## src/shared/scan_pkg.sv

```systemverilog
package scan_pkg;

  // ----------------------------------------
  // Geometry and timing
  // ----------------------------------------
  localparam int COLUMNS = 8;
  localparam int ROWS = 8;
  // Nanoseconds a column is held before the rows are sampled
  localparam int SETTLE_NS = 40;
  localparam int CLK_NS = 4;
  localparam int SETTLE_CYCLES = (SETTLE_NS + CLK_NS - 1) / CLK_NS;
  // Start pattern: most significant column line
  localparam logic [7:0] COL_START = 8'h80;
  localparam logic [7:0] COL_IDLE = 8'h00;
  localparam logic [2:0] ADDR_START = 3'h7;
  localparam logic [63:0] MAP_RESET = 64'h0000000000000000;

  // ----------------------------------------
  // Types
  // ----------------------------------------
  typedef enum logic [1:0] {IDLE, SETTLE, CAPTURE, DONE} phase_type;

  // Column drive group, all three variants
  typedef struct packed {
    logic [7:0] onehot;
    logic [7:0] onehot_b;
    logic [2:0] addr;
  } col_drive_type;

  // Map read request and answer
  typedef struct packed {
    logic [5:0] index;
  } bit_req_type;

  typedef struct packed {
    logic cur;
    logic prev;
    logic rise;
    logic fall;
  } bit_ans_type;

endpackage

```

## src/row_sync.sv

```systemverilog
`timescale 1ns/1ps
module row_sync
  import scan_pkg::*;
#(
  parameter int WIDTH = 8
) (
  // Clock and reset
  input wire logic mclk,
  input wire logic rst_b,
  // Pins in, synchronised out
  input wire logic [WIDTH-1:0] pin_in,
  output logic [WIDTH-1:0] pin_sync
);

  // ----------------------------------------
  // State
  // ----------------------------------------
  typedef struct packed {
    logic [WIDTH-1:0] stage1;
    logic [WIDTH-1:0] stage2;
  } sync_state_type;

  sync_state_type state_r;
  sync_state_type state_nxt;

  // First stage feeds only the second
  always_comb begin
    state_nxt = state_r;
    state_nxt.stage1 = pin_in;
    state_nxt.stage2 = state_r.stage1;
  end

  // Register both stages
  always_ff @(posedge mclk) begin
    if (!rst_b) begin
      state_r <= '0;
    end else begin
      state_r <= state_nxt;
    end
  end

  assign pin_sync = state_r.stage2;

endmodule // row_sync

```

## src/bit_map_mem.sv

```systemverilog
`timescale 1ns/1ps
module bit_map_mem
  import scan_pkg::*;
#(
  parameter int COLS = 8,
  parameter int ROWW = 8
) (
  // Clock and reset
  input wire logic mclk,
  input wire logic rst_b,
  // Column write
  input wire logic wr_en,
  input wire logic [2:0] wr_col,
  input wire logic [ROWW-1:0] wr_data,
  // Bit read
  input wire logic [5:0] rd_index,
  output logic rd_cur,
  output logic rd_prev,
  // Whole maps
  output logic [COLS*ROWW-1:0] cur_map,
  output logic [COLS*ROWW-1:0] prev_map
);

  // ----------------------------------------
  // State
  // ----------------------------------------
  typedef struct packed {
    logic [COLS*ROWW-1:0] cur;
    logic [COLS*ROWW-1:0] prev;
    logic rcur;
    logic rprev;
  } mem_state_type;

  mem_state_type state_r;
  mem_state_type state_nxt;

  // Write moves the old byte into prev and stores the new one, read registers one bit of each map
  always_comb begin
    state_nxt = state_r;
    if (wr_en) begin
      state_nxt.prev[wr_col*ROWW +: ROWW] = state_r.cur[wr_col*ROWW +: ROWW];
      state_nxt.cur[wr_col*ROWW +: ROWW] = wr_data;
    end
    state_nxt.rcur = state_r.cur[rd_index];
    state_nxt.rprev = state_r.prev[rd_index];
  end

  // Register the maps
  always_ff @(posedge mclk) begin
    if (!rst_b) begin
      state_r <= '0;
    end else begin
      state_r <= state_nxt;
    end
  end

  assign rd_cur = state_r.rcur;
  assign rd_prev = state_r.rprev;
  assign cur_map = state_r.cur;
  assign prev_map = state_r.prev;

endmodule // bit_map_mem

```

## src/sensor_matrix_scanner.sv

```systemverilog
`timescale 1ns/1ps
module sensor_matrix_scanner
  import scan_pkg::*;
(
  // Clock and reset
  input wire logic mclk,
  input wire logic rst_b,
  // Scan control
  input wire logic scan_start,
  output logic scan_busy,
  output logic scan_done,
  // Column drive port, three variants
  output col_drive_type column_drive_port,
  // Row return port and its release
  input wire logic [7:0] row_return_port,
  output logic row_port_claimed,
  // Bit-addressed map access
  input bit_req_type bit_req,
  output bit_ans_type bit_ans,
  // Whole maps and change flags
  output logic [63:0] current_map,
  output logic [63:0] previous_map,
  output logic [63:0] changed_map
);

  // ----------------------------------------
  // State
  // ----------------------------------------
  typedef struct packed {
    phase_type phase;
    logic [7:0] onehot;
    logic [2:0] addr;
    logic [7:0] wait_cnt;
    logic done;
  } scan_state_type;

  scan_state_type state_r;
  scan_state_type state_nxt;

  logic [7:0] rows_sync;  // Row lines after two flops
  logic wr_en;            // Column capture strobe
  logic rd_cur;           // Current bit read
  logic rd_prev;          // Previous bit read

  // ----------------------------------------
  // Row input synchroniser
  // ----------------------------------------
  row_sync #(
    .WIDTH(ROWS)
  ) u_row_sync (
    .mclk(mclk),
    .rst_b(rst_b),
    .pin_in(row_return_port),
    .pin_sync(rows_sync)
  );

  // ----------------------------------------
  // Bit maps
  // ----------------------------------------
  // two maps kept
  bit_map_mem #(
    .COLS(COLUMNS),
    .ROWW(ROWS)
  ) u_maps (
    .mclk(mclk),
    .rst_b(rst_b),
    .wr_en(wr_en),
    .wr_col(state_r.addr),
    .wr_data(rows_sync),
    .rd_index(bit_req.index),
    .rd_cur(rd_cur),
    .rd_prev(rd_prev),
    .cur_map(current_map),
    .prev_map(previous_map)
  );

  // Capture happens in the capture phase only
  // capture enabled column
  assign wr_en = (state_r.phase == CAPTURE);

  // ----------------------------------------
  // Scan sequencer
  // ----------------------------------------
  always_comb begin
    state_nxt = state_r;
    state_nxt.done = 1'b0;
    case (state_r.phase)
      // Wait for a start request
      IDLE: begin
        if (scan_start) begin
          state_nxt.onehot = COL_START;
          state_nxt.addr = ADDR_START;
          state_nxt.wait_cnt = 8'(SETTLE_CYCLES);
          state_nxt.phase = SETTLE;
        end
      end
      // Let the column and the synchroniser settle
      SETTLE: begin
        if (state_r.wait_cnt == 8'h00) begin
          state_nxt.phase = CAPTURE;
        end else begin
          state_nxt.wait_cnt = state_r.wait_cnt - 8'h01;
        end
      end
      // One cycle write, then step
      CAPTURE: begin
        state_nxt.onehot = {state_r.onehot[0], state_r.onehot[7:1]};
        state_nxt.addr = state_r.addr - 3'h1;
        state_nxt.wait_cnt = 8'(SETTLE_CYCLES);
        if (state_r.onehot[0]) begin
          state_nxt.onehot = COL_IDLE;
          state_nxt.phase = DONE;
        end else begin
          state_nxt.phase = SETTLE;
        end
      end
      // Pass complete, release lines
      DONE: begin
        state_nxt.onehot = COL_IDLE;
        state_nxt.done = 1'b1;
        state_nxt.phase = IDLE;
      end
      default: begin
        state_nxt.phase = IDLE;
      end
    endcase
  end

  // Register the sequencer
  always_ff @(posedge mclk) begin
    if (!rst_b) begin
      state_r <= '0;
    end else begin
      state_r <= state_nxt;
    end
  end

  // ----------------------------------------
  // Outputs
  // ----------------------------------------
  logic active;  // Columns being driven
  assign active = (state_r.phase == SETTLE) || (state_r.phase == CAPTURE);

  // at most one bit set
  // Pins straight from the register, no decode glitch
  assign column_drive_port.onehot = state_r.onehot;
  assign column_drive_port.onehot_b = ~state_r.onehot;
  assign column_drive_port.addr = state_r.addr;

  assign row_port_claimed = active;
  assign scan_busy = state_r.phase != IDLE;
  assign scan_done = state_r.done;

  assign bit_ans.cur = rd_cur;
  assign bit_ans.prev = rd_prev;
  assign bit_ans.rise = rd_cur & ~rd_prev;
  assign bit_ans.fall = ~rd_cur & rd_prev;
  assign changed_map = current_map ^ previous_map;

endmodule // sensor_matrix_scanner

```

## config.mk

```make
export PLATFORM = sky130hd
export DESIGN_NAME = sensor_matrix_scanner
export DESIGN_NICKNAME = d
export VERILOG_FILES = /design/src/shared/scan_pkg.sv /design/src/row_sync.sv /design/src/bit_map_mem.sv /design/src/sensor_matrix_scanner.sv
export SDC_FILE = /design/constraint.sdc
export NUM_CORES = 1
export LEC_CHECK = 0
export BUFFER_PORTS_ARGS = -buffer_cell sky130_fd_sc_hd__buf_4
export CAP_MARGIN = 40
export CORE_MARGIN = 4
export CORE_UTILIZATION = 53
export CTS_CLUSTER_DIAMETER = 80
export DETAILED_ROUTE_END_ITERATION = 12
export PLACE_DENSITY = 0.84
export SETUP_SLACK_MARGIN = 0.2
export SLEW_MARGIN = 10
export SYNTH_ARGS = -nofsm -noshare
export SYNTH_HDL_FRONTEND = slang
export SYNTH_SLANG_ARGS = --single-unit
```

## constraint.sdc

```tcl
create_clock -name mclk -period 2.8 [get_ports mclk]
set_input_delay 0.28 -clock mclk [delete_from_list [all_inputs] [get_ports mclk]]
set_output_delay 0.28 -clock mclk [all_outputs]
set_load 0.01 [all_outputs]
```

==> flow_summary.toml, run 1 <==
[clock_network]
cts_buffer_depth = 2
cts_sinks = 168
path_clk_slew_ps = 70
cts_setup_buffers = 0
postCtsHoldBufs = 0
cts_root_buf = "clkbuf_16"
cts_max_level = 4
cts_tree = "yes"
clock_latency_ps = 430
cts_buffers = 17
cts-resized-gates = 0

[yosys]
synth.most_common_cell = "dfxtp_1"
synth_fa_ha_area_share_pct = 1.60
netlist-cell-type-count = 51
synth_top_family_by_area = "simple AND/OR/NAND/NOR gates"
netlist_top_cells_count = "dfxtp_1 (168), nand2_1 (160), a21oi_1 (138), xor2_1 (64), or3_1 (61)"
syn_area_sq_um = 8620
synth-compound-area-share_pct = 10.8
ys_ff_latch = 168
synth_simple_gate_area_share_pct = 21.1
synthArstFlopShare_pct = 0
synthFlopType = "dfxtp_1"
synthMuxAreaShare_pct = 15.5
synth-edff-count = 0
synth_warnings = 0
synth.net_count = 972
ys_seq_area_share_pct = 39.0
netlist_instances = 944
synth_top_area_share_pct = 39.0
synthTopCellsByArea = "dfxtp_1 (39%), mux4_2 (11%), a21oi_1 (8.0%)"
yosysTopAreaCell = "dfxtp_1"
syn-mean-instance-area_sq_um = 9.13
synth_xor_area_share_pct = 6.50

[critical_path]
critPathTopFamily = "simple AND/OR/NAND/NOR gates"
cpMostUsedCell = "ha_1"
r2r_start = "column_drive_port[0]"
critPathSlowestCell = "or3_4"
path_buf_inv = 1
crit_arrival_ps = 2860
endpoint_kind = "flip-flop"
worstSetupStartpointType = "flip-flop"
worstPathRequired_ps = 3160
r2r_setup_slack_ps = 310
cp.depth = 7
path_class = "flip-flop to flip-flop"
r2r_cells = 7
crit_chain = "inv_1, ha_1, ha_1, or3b_4, or3_4, or3_1, a21oi_1"
cpPeakStageDelay_ps = 470
reg2reg_to = "u_maps.prev_map[49]"
critPathMaxFanout = 24
worstSetupStartpoint = "column_drive_port[0]"

[floorplan]
die_area_sq_um = 18400
ioPinCount = 235
row_count = 46
die_width_um = 136
core_area_sq_um = 15900
die_h_um = 136
initial_utilization_pct = 54.3

[timing]
fin_tns_setup_ps = 0
rsz0062_at_grt = "yes"
fin_crit_ps = 2490
worst_slew_pin_slew_ps = 698
setup_slack_ps = 308
final_max_slew_viol_count = 0
fin_crit_sh_pct = 89.0
skew_ps = 11.5
slew_headroom_pct = 53.1
setup_viol = 0
fmax_mhz = 401
hold_violations = 0

[placed_design]
dp_hpwl_mm = 20.6
portBuffers = 234
gp_congestion = 0.966
dp_worst_setup_slack_ps = 251
place_area_sq_um = 10500

[power_and_ir_drop]
power.leakage_nw = 4.80
ir_worst_vdd_uv = 679
pwr_density_cell_nw_per_um2 = 577
finalPower_w = 0.00634

[detailed_routing]
drc = 0
vias_per_cell = 6.01
wl_mm = 28.9
wl_per_cell_um = 21.0
drtPass1Iterations = 6
drtIter0Drc = 1053
ant_nets = 0
num_vias = 8280

[job]
drv_cap = 0

[final_layout]
nets = 1176
final_layout_size_suffix_gt1_share_pct = 30.5
stdcell_area_sq_um = 11000
num_antenna_cells = 0
syn2layout_area_growth_pct = 27.7
register_area_sq_um = 3360
utilization_pct = 69.3
multi_input_area_sq_um = 4780
fillers = 1188

[global_route]
grt_pass1_vias = 7684
grt_start_max_net_pins = 44
grt_pass1_wl_mm = 43.3
track_usage_pct = 30.7
grt_overflow_total = 0
antenna_found_initial = 0

[min_path]
hp-class = "primary input to flip-flop"
min_to = "u_row_sync.state_nxt[1]"
hold_depth = 2
hold_start = "row_return_port[1]"

[run_status]
outcome = "complete, no violations"
## cell type report
type,count,share of cell area [%]
Clock buffer,20,4.06
Multi-Input combinational cell,682,43.5
Timing Repair Buffer,260,17.8
Sequential cell,168,30.6
Clock inverter,12,0.932
Tap cell,216,2.46
Inverter,19,0.659
## layout by cell type (no fill, tap or decap), types with 3 or more instances in the layout
cell,Yosys,routed
mux4_2,42,42
o21ai_0,6,6
a21oi_1,138,138
nor2b_1,7,7
nand2b_1,8,8
nand4_1,4,4
or2_2,11,12
nor2_1,23,23
xor2_1,64,64
o31ai_1,5,5
mux2i_1,23,23
o22ai_1,4,4
clkinv_2,0,6
nand2_1,160,160
nand3b_1,4,4
or3_1,61,61
dfxtp_1,168,167
or3_4,3,3
ha_1,11,11
mux4_1,6,6
clkinvlp_4,0,4
clkbuf_16,0,17
nor3_1,5,5
buf_4,14,259
a311oi_1,4,4
or4_1,5,5
and2_1,24,24
inv_1,16,16
nand3_1,38,38
## worst register-to-register path, cell delays in order, from the launching register on
cell	delay (ps)
dfxtp_1	340
inv_1	80
ha_1	220
ha_1	350
or3b_4	450
or3_4	470
or3_1	380
a21oi_1	150
## how the worst max path moves through the flow
stage	to	slack [ps]
after global routing	u_maps.cur_map[37]	180
after detailed placement	u_maps.prev_map[42]	250
final	u_maps.prev_map[49]	310
after global placement	u_maps.prev_map[41]	370
after floorplan	u_maps.prev_map[53]	220
after CTS	u_maps.prev_map[42]	240
## logic make-up after synthesis
logic type	count (synthesis)
XOR/XNOR	64
buffers and inverters	94
adder cells (fa/ha/maj)	11
AO/OA/AOI/OAI	170
flip-flops	168
AND/OR/NAND/NOR	366
multiplexers	71
## sequential cells by signal, indices dropped and copies added, names as in the netlist
signal / flops
u_row_sync.state_nxt: 8
u_row_sync.pin_sync: 8
column_drive_port: 11
u_maps.rd_prev: 1
u_maps.prev_map: 64
u_maps.rd_cur: 1
scan_done: 1
u_maps.cur_map: 64
state_r: 10
## where the power goes
group | internal, W | switching (W) | total, W
combinational | 0.000551 | 0.00101 | 0.00156
clock | 0.00124 | 0.000970 | 0.00221
sequential | 0.00248 | 0.0000927 | 0.00258
## through the flow
| step | hold slack [ps] | instances |
|---|---|---|
| 5_1_grt | 49.8 | 1377 |
| 3_3_place_gp | 415 | 1345 |
| 2_1_floorplan | 407 | 944 |
| 4_1_cts | 49.4 | 1377 |
| 3_5_place_dp | 422 | 1345 |
| 6_report | 56.9 | 1377 |
## routing by layer
layer	GRT usage [%]	vias up	share of wire, %
met5	0	-	0
met4	15.2	0	4.6
met3	7.58	111	13
met2	49.6	593	47
met1	38.3	3855	36
li1	-	3721	-
Power figures use the tool's default switching activity.
==> run 2: changes to the inputs <==
--- a/config.mk
+++ b/config.mk
@@ -5,13 +5,14 @@
 export SDC_FILE = /design/constraint.sdc
 export NUM_CORES = 1
 export LEC_CHECK = 0
+export ABC_AREA = 1
 export BUFFER_PORTS_ARGS = -buffer_cell sky130_fd_sc_hd__buf_4
 export CAP_MARGIN = 40
 export CORE_MARGIN = 4
 export CORE_UTILIZATION = 53
 export CTS_CLUSTER_DIAMETER = 80
 export DETAILED_ROUTE_END_ITERATION = 12
-export PLACE_DENSITY = 0.84
+export PLACE_DENSITY = 0.83
 export SETUP_SLACK_MARGIN = 0.2
 export SLEW_MARGIN = 10
 export SYNTH_ARGS = -nofsm -noshare
==> run 2 against run 1 <==
Net effect: power grew 33%; sequential share of layout area shrank 0.17 points; clock skew shrank 4.9 ps; design area grew 0.57%; flip-flop and latch count is the same; wire length grew 5.2%; utilization shrank 0.36 points; synthesized cell count grew 30%; largest cell class unchanged; count of clock-buffer cells in the layout shrank 3; clock power grew 11%.
==> flow_summary.toml, run 2 <==
[run_status]
outcome = "complete, no violations"

[power_and_ir_drop]
ir_worst_vdd_uv = 566
power_frac_comb_pct = 37.8
switchingPower_w = 0.00337
pwr_density_cell_nw_per_um2 = 763
sw_frac_of_total_pct = 39.9
p_seq_share_pct = 33.2
clockPowerShare_pct = 29.0
finalPower_w = 0.00844
p_int_w = 0.00507
power.leakage_nw = 5.37

[floorplan]
core_area_sq_um = 16100
ioPinCount = 235
row_count = 46
die_width_um = 137
die_h_um = 137
initial_utilization_pct = 54.7
die_area_sq_um = 18700

[detailed_routing]
wl_mm = 30.4
drtPass1Iterations = 6
wl_per_cell_um = 18.5
vias_per_cell = 5.71
drc = 0
num_vias = 9350
ant_nets = 0
drtIter0Drc = 1121

[yosys]
synthArstFlopShare_pct = 0
syn-mean-instance-area_sq_um = 7.13
synth.net_count = 1259
synth-edff-count = 0
netlist_top_cells_count = "nand2_1 (244), dfxtp_1 (168), a21oi_1 (144), nand3_1 (120), o21ai_0 (112)"
yosysTopAreaCell = "dfxtp_1"
synth.most_common_cell = "nand2_1"
synthTopCellsByArea = "dfxtp_1 (38%), nand2_1 (10%), a21oi_1 (8.2%)"
synth_top_area_share_pct = 38.3
synth_warnings = 0
ys_seq_area_share_pct = 38.3
synthFlopType = "dfxtp_1"
netlist_instances = 1231
ys_ff_latch = 168
netlist-cell-type-count = 39
syn_area_sq_um = 8780

[critical_path]
r2r_cells = 8
crit_end = "u_maps.prev_map[26]"
r2r_start = "column_drive_port[2]"
crit_arrival_ps = 2710
reg2reg_to = "u_maps.prev_map[26]"
path_class = "flip-flop to flip-flop"
worstPathRequired_ps = 3170
critPathMaxFanout = 31
worstSetupStartpoint = "column_drive_port[2]"
worstSetupStartpointType = "flip-flop"
endpoint_kind = "flip-flop"
r2r_setup_slack_ps = 450

[clock_network]
cts_root_buf = "clkbuf_16"
cts_setup_buffers = 0
cts_sinks = 168
cts_tree = "yes"
postCtsHoldBufs = 0
clock_latency_ps = 430
cts_buffers = 17
cts-resized-gates = 0
cts_max_level = 4
path_clk_slew_ps = 70
cts_buffer_depth = 2

[final_layout]
final_layout_size_suffix_gt1_share_pct = 22.1
final_cell_mix = "nand2_1 (244), buf_4 (242), dfxtp_1 (167), a21oi_1 (144), nand3_1 (120)"
num_antenna_cells = 0
syn2layout_area_growth_pct = 26.0
fillers = 1375
layout_commonest_cell = "nand2_1"
nets = 1437

[min_path]
hold_start = "row_return_port[4]"
hp-class = "primary input to flip-flop"

[timing]
fin_crit_sh_pct = 83.8
skew_ps = 6.58
hold_violations = 0
setup_viol = 0
fin_tns_setup_ps = 0
final_max_slew_viol_count = 0
slew_headroom_pct = 45.9
fin_crit_ps = 2350
worst_slew_pin_slew_ps = 811
fmax_mhz = 426
rsz0062_at_grt = "no"

[global_route]
track_usage_pct = 31.9
grt_pass1_wl_mm = 46.5
grt_start_max_net_pins = 132
grt_overflow_total = 0
antenna_found_initial = 0
grt_pass1_vias = 8550

[placed_design]
portBuffers = 234
gp_congestion = 0.991
dp_hpwl_mm = 21.9

[job]
drv_cap = 0
-- run 2: logic make-up (layout without fill, tap and decap cells) --
| kind of cell | Yosys count | in the layout | synth area share, % |
|---|---|---|---|
| and+or+nand+nor | 483 | 483 | 24.2 |
| buffers and inverters | 179 | 370 | 9.70 |
| DFF | 168 | 168 | 38.3 |
| xor gates and xnor gates | 69 | 69 | 6.88 |
| AOI/OAI and AO/OA | 321 | 321 | 19.4 |
| adders and majority gates | 11 | 11 | 1.57 |
-- run 2: cell type report --
type | count | area (sq um) | share of cell area, %
Multi-Input combinational cell | 884 | 4570 | 41.3
Sequential cell | 168 | 3360 | 30.4
Timing Repair Buffer | 246 | 1900 | 17.2
Clock buffer | 17 | 425 | 3.84
Inverter | 92 | 348 | 3.14
Tap cell | 216 | 270 | 2.44
Clock inverter | 15 | 189 | 1.71
-- run 2: through the flow --
step | hold WS, ps | instance area, sq um | util [%] | std cells | setup WS [ps]
final | 23.7 | 11100 | 68.9 | 1638 | 453
after global routing | 17.7 | 11100 | 68.9 | 1638 | 200
after CTS | 20.5 | 11100 | 68.9 | 1638 | 512
after detailed placement | 395 | 10500 | 65.1 | 1606 | 527
after global placement | 395 | 10400 | 64.9 | 1605 | 501
after floorplan | 378 | 8780 | - | 1231 | 273
-- run 2: power by group through the flow --
stage / Clock, W / Combinational, W / Sequential (W)
floorplan: 0 / 0.00214 / 0.00282
global route: 0.00256 / 0.00346 / 0.00283
global placement: 0 / 0.00308 / 0.00284
finish: 0.00245 / 0.00319 / 0.00280
detailed placement: 0 / 0.00310 / 0.00285
CTS: 0.00245 / 0.00312 / 0.00280
-- run 2: worst min path at each step --
stage | slack (ps) | depth (start not counted) | endpoint
2_1_floorplan | 380 | 2 | u_row_sync.state_nxt[0]
3_3_place_gp | 390 | 2 | u_row_sync.pin_sync[5]
3_5_place_dp | 390 | 2 | u_row_sync.pin_sync[3]
4_1_cts | 20 | 3 | u_row_sync.state_nxt[5]
5_1_grt | 20 | 3 | u_row_sync.state_nxt[2]
6_report | 20 | 3 | u_row_sync.state_nxt[4]
-- run 2: per-layer routing --
metal | part of all wire, % | up-vias | track usage, %
met5 | 0 | - | 0
met4 | 3.4 | 0 | 13.9
met3 | 11 | 82 | 6.65
met2 | 47 | 624 | 51.9
met1 | 38 | 4226 | 40.8
li1 | - | 4418 | -
-- run 2: worst max-delay path, cell delays in order, from the launching register on --
cell,delay (ps)
dfxtp_1,330
clkinv_1,250
ha_1,510
nand3_2,120
nor2_1,140
inv_2,110
nor2_4,480
o21ai_0,170
a21oi_1,150
==> run 3: changes to the inputs <==
--- a/config.mk
+++ b/config.mk
@@ -5,14 +5,14 @@
 export SDC_FILE = /design/constraint.sdc
 export NUM_CORES = 1
 export LEC_CHECK = 0
-export ABC_AREA = 1
+export ABC_AREA = 0
 export BUFFER_PORTS_ARGS = -buffer_cell sky130_fd_sc_hd__buf_4
 export CAP_MARGIN = 40
 export CORE_MARGIN = 4
-export CORE_UTILIZATION = 53
+export CORE_UTILIZATION = 48
 export CTS_CLUSTER_DIAMETER = 80
 export DETAILED_ROUTE_END_ITERATION = 12
-export PLACE_DENSITY = 0.83
+export PLACE_DENSITY = 0.8
 export SETUP_SLACK_MARGIN = 0.2
 export SLEW_MARGIN = 10
 export SYNTH_ARGS = -nofsm -noshare
==> constraint.sdc (replaced) <==
create_clock -name mclk -period 2.11 [get_ports mclk]
set_input_delay 0.211 -clock mclk [delete_from_list [all_inputs] [get_ports mclk]]
set_output_delay 0.211 -clock mclk [all_outputs]
set_load 0.01 [all_outputs]
==> run 3 against run 2 <==
Net effect: the flow now finishes with violations (setup timing); sequential power is 24% higher; power is 13% higher; first-iteration DRC count grew 8.0%; worst hold slack better by 130 ps; worst setup slack lost 530 ps; clock skew about the same; non-clock buffer count rose by 79; register-to-register slack got worse by 530 ps.
==> flow_summary.toml, run 3 (synthesis results as in run 1) <==
[placed_design]
dp_hpwl_mm = 21.4
dp.cells = 1384
portBuffers = 234
place_area_sq_um = 10700
gp_congestion = 0.926

[power_and_ir_drop]
clockPowerShare_pct = 31.7
finalPower_w = 0.00955
power_frac_comb_pct = 32.0
sw_frac_of_total_pct = 34.2
pwr_density_cell_nw_per_um2 = 768
ir_worst_vdd_uv = 747
p_int_w = 0.00628
power.leakage_nw = 5.22
switchingPower_w = 0.00327
p_seq_share_pct = 36.3

[final_layout]
nets = 1247
final_layout_size_suffix_gt1_share_pct = 47.5
stdcell_area_sq_um = 12400
final_cells = 1457
syn2layout_area_growth_pct = 44.3
utilization_pct = 71.2
num_antenna_cells = 0
layout_commonest_cell = "buf_4"
fillers = 1177
final_cell_mix = "buf_4 (293), dfxtp_1 (162), nand2_1 (105), a21oi_1 (92), xor2_1 (64)"

[floorplan]
core_area_sq_um = 17500
die_area_sq_um = 20200
ioPinCount = 235
initial_utilization_pct = 49.3
row_count = 48
die_h_um = 142
die_width_um = 142

[global_route]
grt_overflow_total = 0
grt_pass1_vias = 8276
grt_start_max_net_pins = 97
antenna_found_initial = 0
track_usage_pct = 30.3
grt_pass1_wl_mm = 47.5

[timing]
fin_crit_ps = 2190
setup_viol = 20
fin_crit_sh_pct = 104
fin_tns_setup_ps = -419
slew_headroom_pct = 46.3
hold_violations = 0
final_max_slew_viol_count = 0
fmax_mhz = 456
rsz0062_at_grt = "yes"
setup_slack_ps = -81.5
worst_slew_pin_slew_ps = 804
skew_ps = 6.74

[run_status]
outcome = "complete, but fails checks"
violations = "setup timing"

[clock_network]
cts_root_buf = "clkbuf_16"
clock_latency_ps = 430
cts_sinks = 168
path_clk_slew_ps = 60
cts_buffers = 17
cts_max_level = 4
cts_tree = "yes"
cts_buffer_depth = 2

[critical_path]
endpoint_kind = "flip-flop"
path_class = "flip-flop to flip-flop"
worstPathRequired_ps = 2480
critPathMaxFanout = 6
worstSetupStartpointType = "flip-flop"
crit_arrival_ps = 2560

[detailed_routing]
met2WireLength_mm = 15.1
drc = 0
drtPass1Iterations = 6
vias_per_cell = 6.23
wl_met3_mm = 4.55
wl_per_cell_um = 22.7
num_vias = 9078
ant_nets = 0
topRoutingLayerUsed = "met4"
drtIter0Drc = 1211
wl_mm = 33.1
drt-met1-wl_mm = 11.7

[min_path]
hp-class = "primary input to flip-flop"

[job]
drv_cap = 0
-- run 3: changes by cell type in the layout (fill, tap and decap cells not counted), sizes merged, moves of 24 or more --
cell   change
and2      +24
buf       +69
inv       -78
mux4      +48
nand2     -89
nand3     -84
nor2      -77
o21ai    -137
or3       +68
-- run 3: what timing repair did --
| item | CTS | global route |
|---|---|---|
| setup endpoints to repair | 117 | 130 |
| hold buffers | 8 | 0 |
| setup buffers | 19 | 6 |
| hold endpoints to repair | 8 | 0 |
| gates cloned | 5 | 3 |
| resized for setup | 94 | 128 |
| pin swaps | 30 | 39 |
-- run 3: worst max-delay path, stage by stage (launching register included) --
cell and delay (ps):
dfxtp_4 370, inv_4 40, ha_4 160, ha_4 230, or3b_4 420, or3_4 450, or3_4 350, a21oi_2 110
-- run 3: metal layers --
metal	up-vias	GRT usage [%]
met5	-	0
met4	0	12.4
met3	171	10.3
met2	751	47.6
met1	4278	38.6
li1	3878	-
-- run 3: area by class of cell --
class                   instances  area (sq um)  area share, %
clock inverters                10          95.1          0.765
flip-flops and latches        168          3380           27.2
multi-input cells             688          5500           44.2
repair buffers                325          2620           21.1
well taps                     225           282           2.26
clock buffers                  22           474           3.81
inverters                      19          87.6          0.704
-- run 3: worst paths after layout --
kind,start,to,slack [ps],cells past startpoint
setup / recovery,column_drive_port[0],u_maps.prev_map[51],-80,7
hold / removal,rst_b,state_r[4],150,2
setup reg to reg,column_drive_port[0],u_maps.prev_map[51],-80,7
hold reg to reg,u_row_sync.state_nxt[6],u_row_sync.pin_sync[6],430,1
-- run 3: through the flow --
| stage | hold slack (ps) | worst slack [ps] |
|---|---|---|
| 2_1_floorplan | 338 | -280 |
| 3_3_place_gp | 418 | 6.81 |
| 6_report | 154 | -81.5 |
| 3_5_place_dp | 423 | -58.4 |
| 4_1_cts | 142 | -25.9 |
| 5_1_grt | 166 | -130 |
-- run 3: power groups by stage --
stage / clock network, W / registers [W] / logic, W
floorplan: 0 / 0.00346 / 0.00170
global placement: 0 / 0.00348 / 0.00223
detailed placement: 0 / 0.00349 / 0.00228
CTS: 0.00304 / 0.00342 / 0.00257
global route: 0.00318 / 0.00348 / 0.00325
finish: 0.00303 / 0.00346 / 0.00306
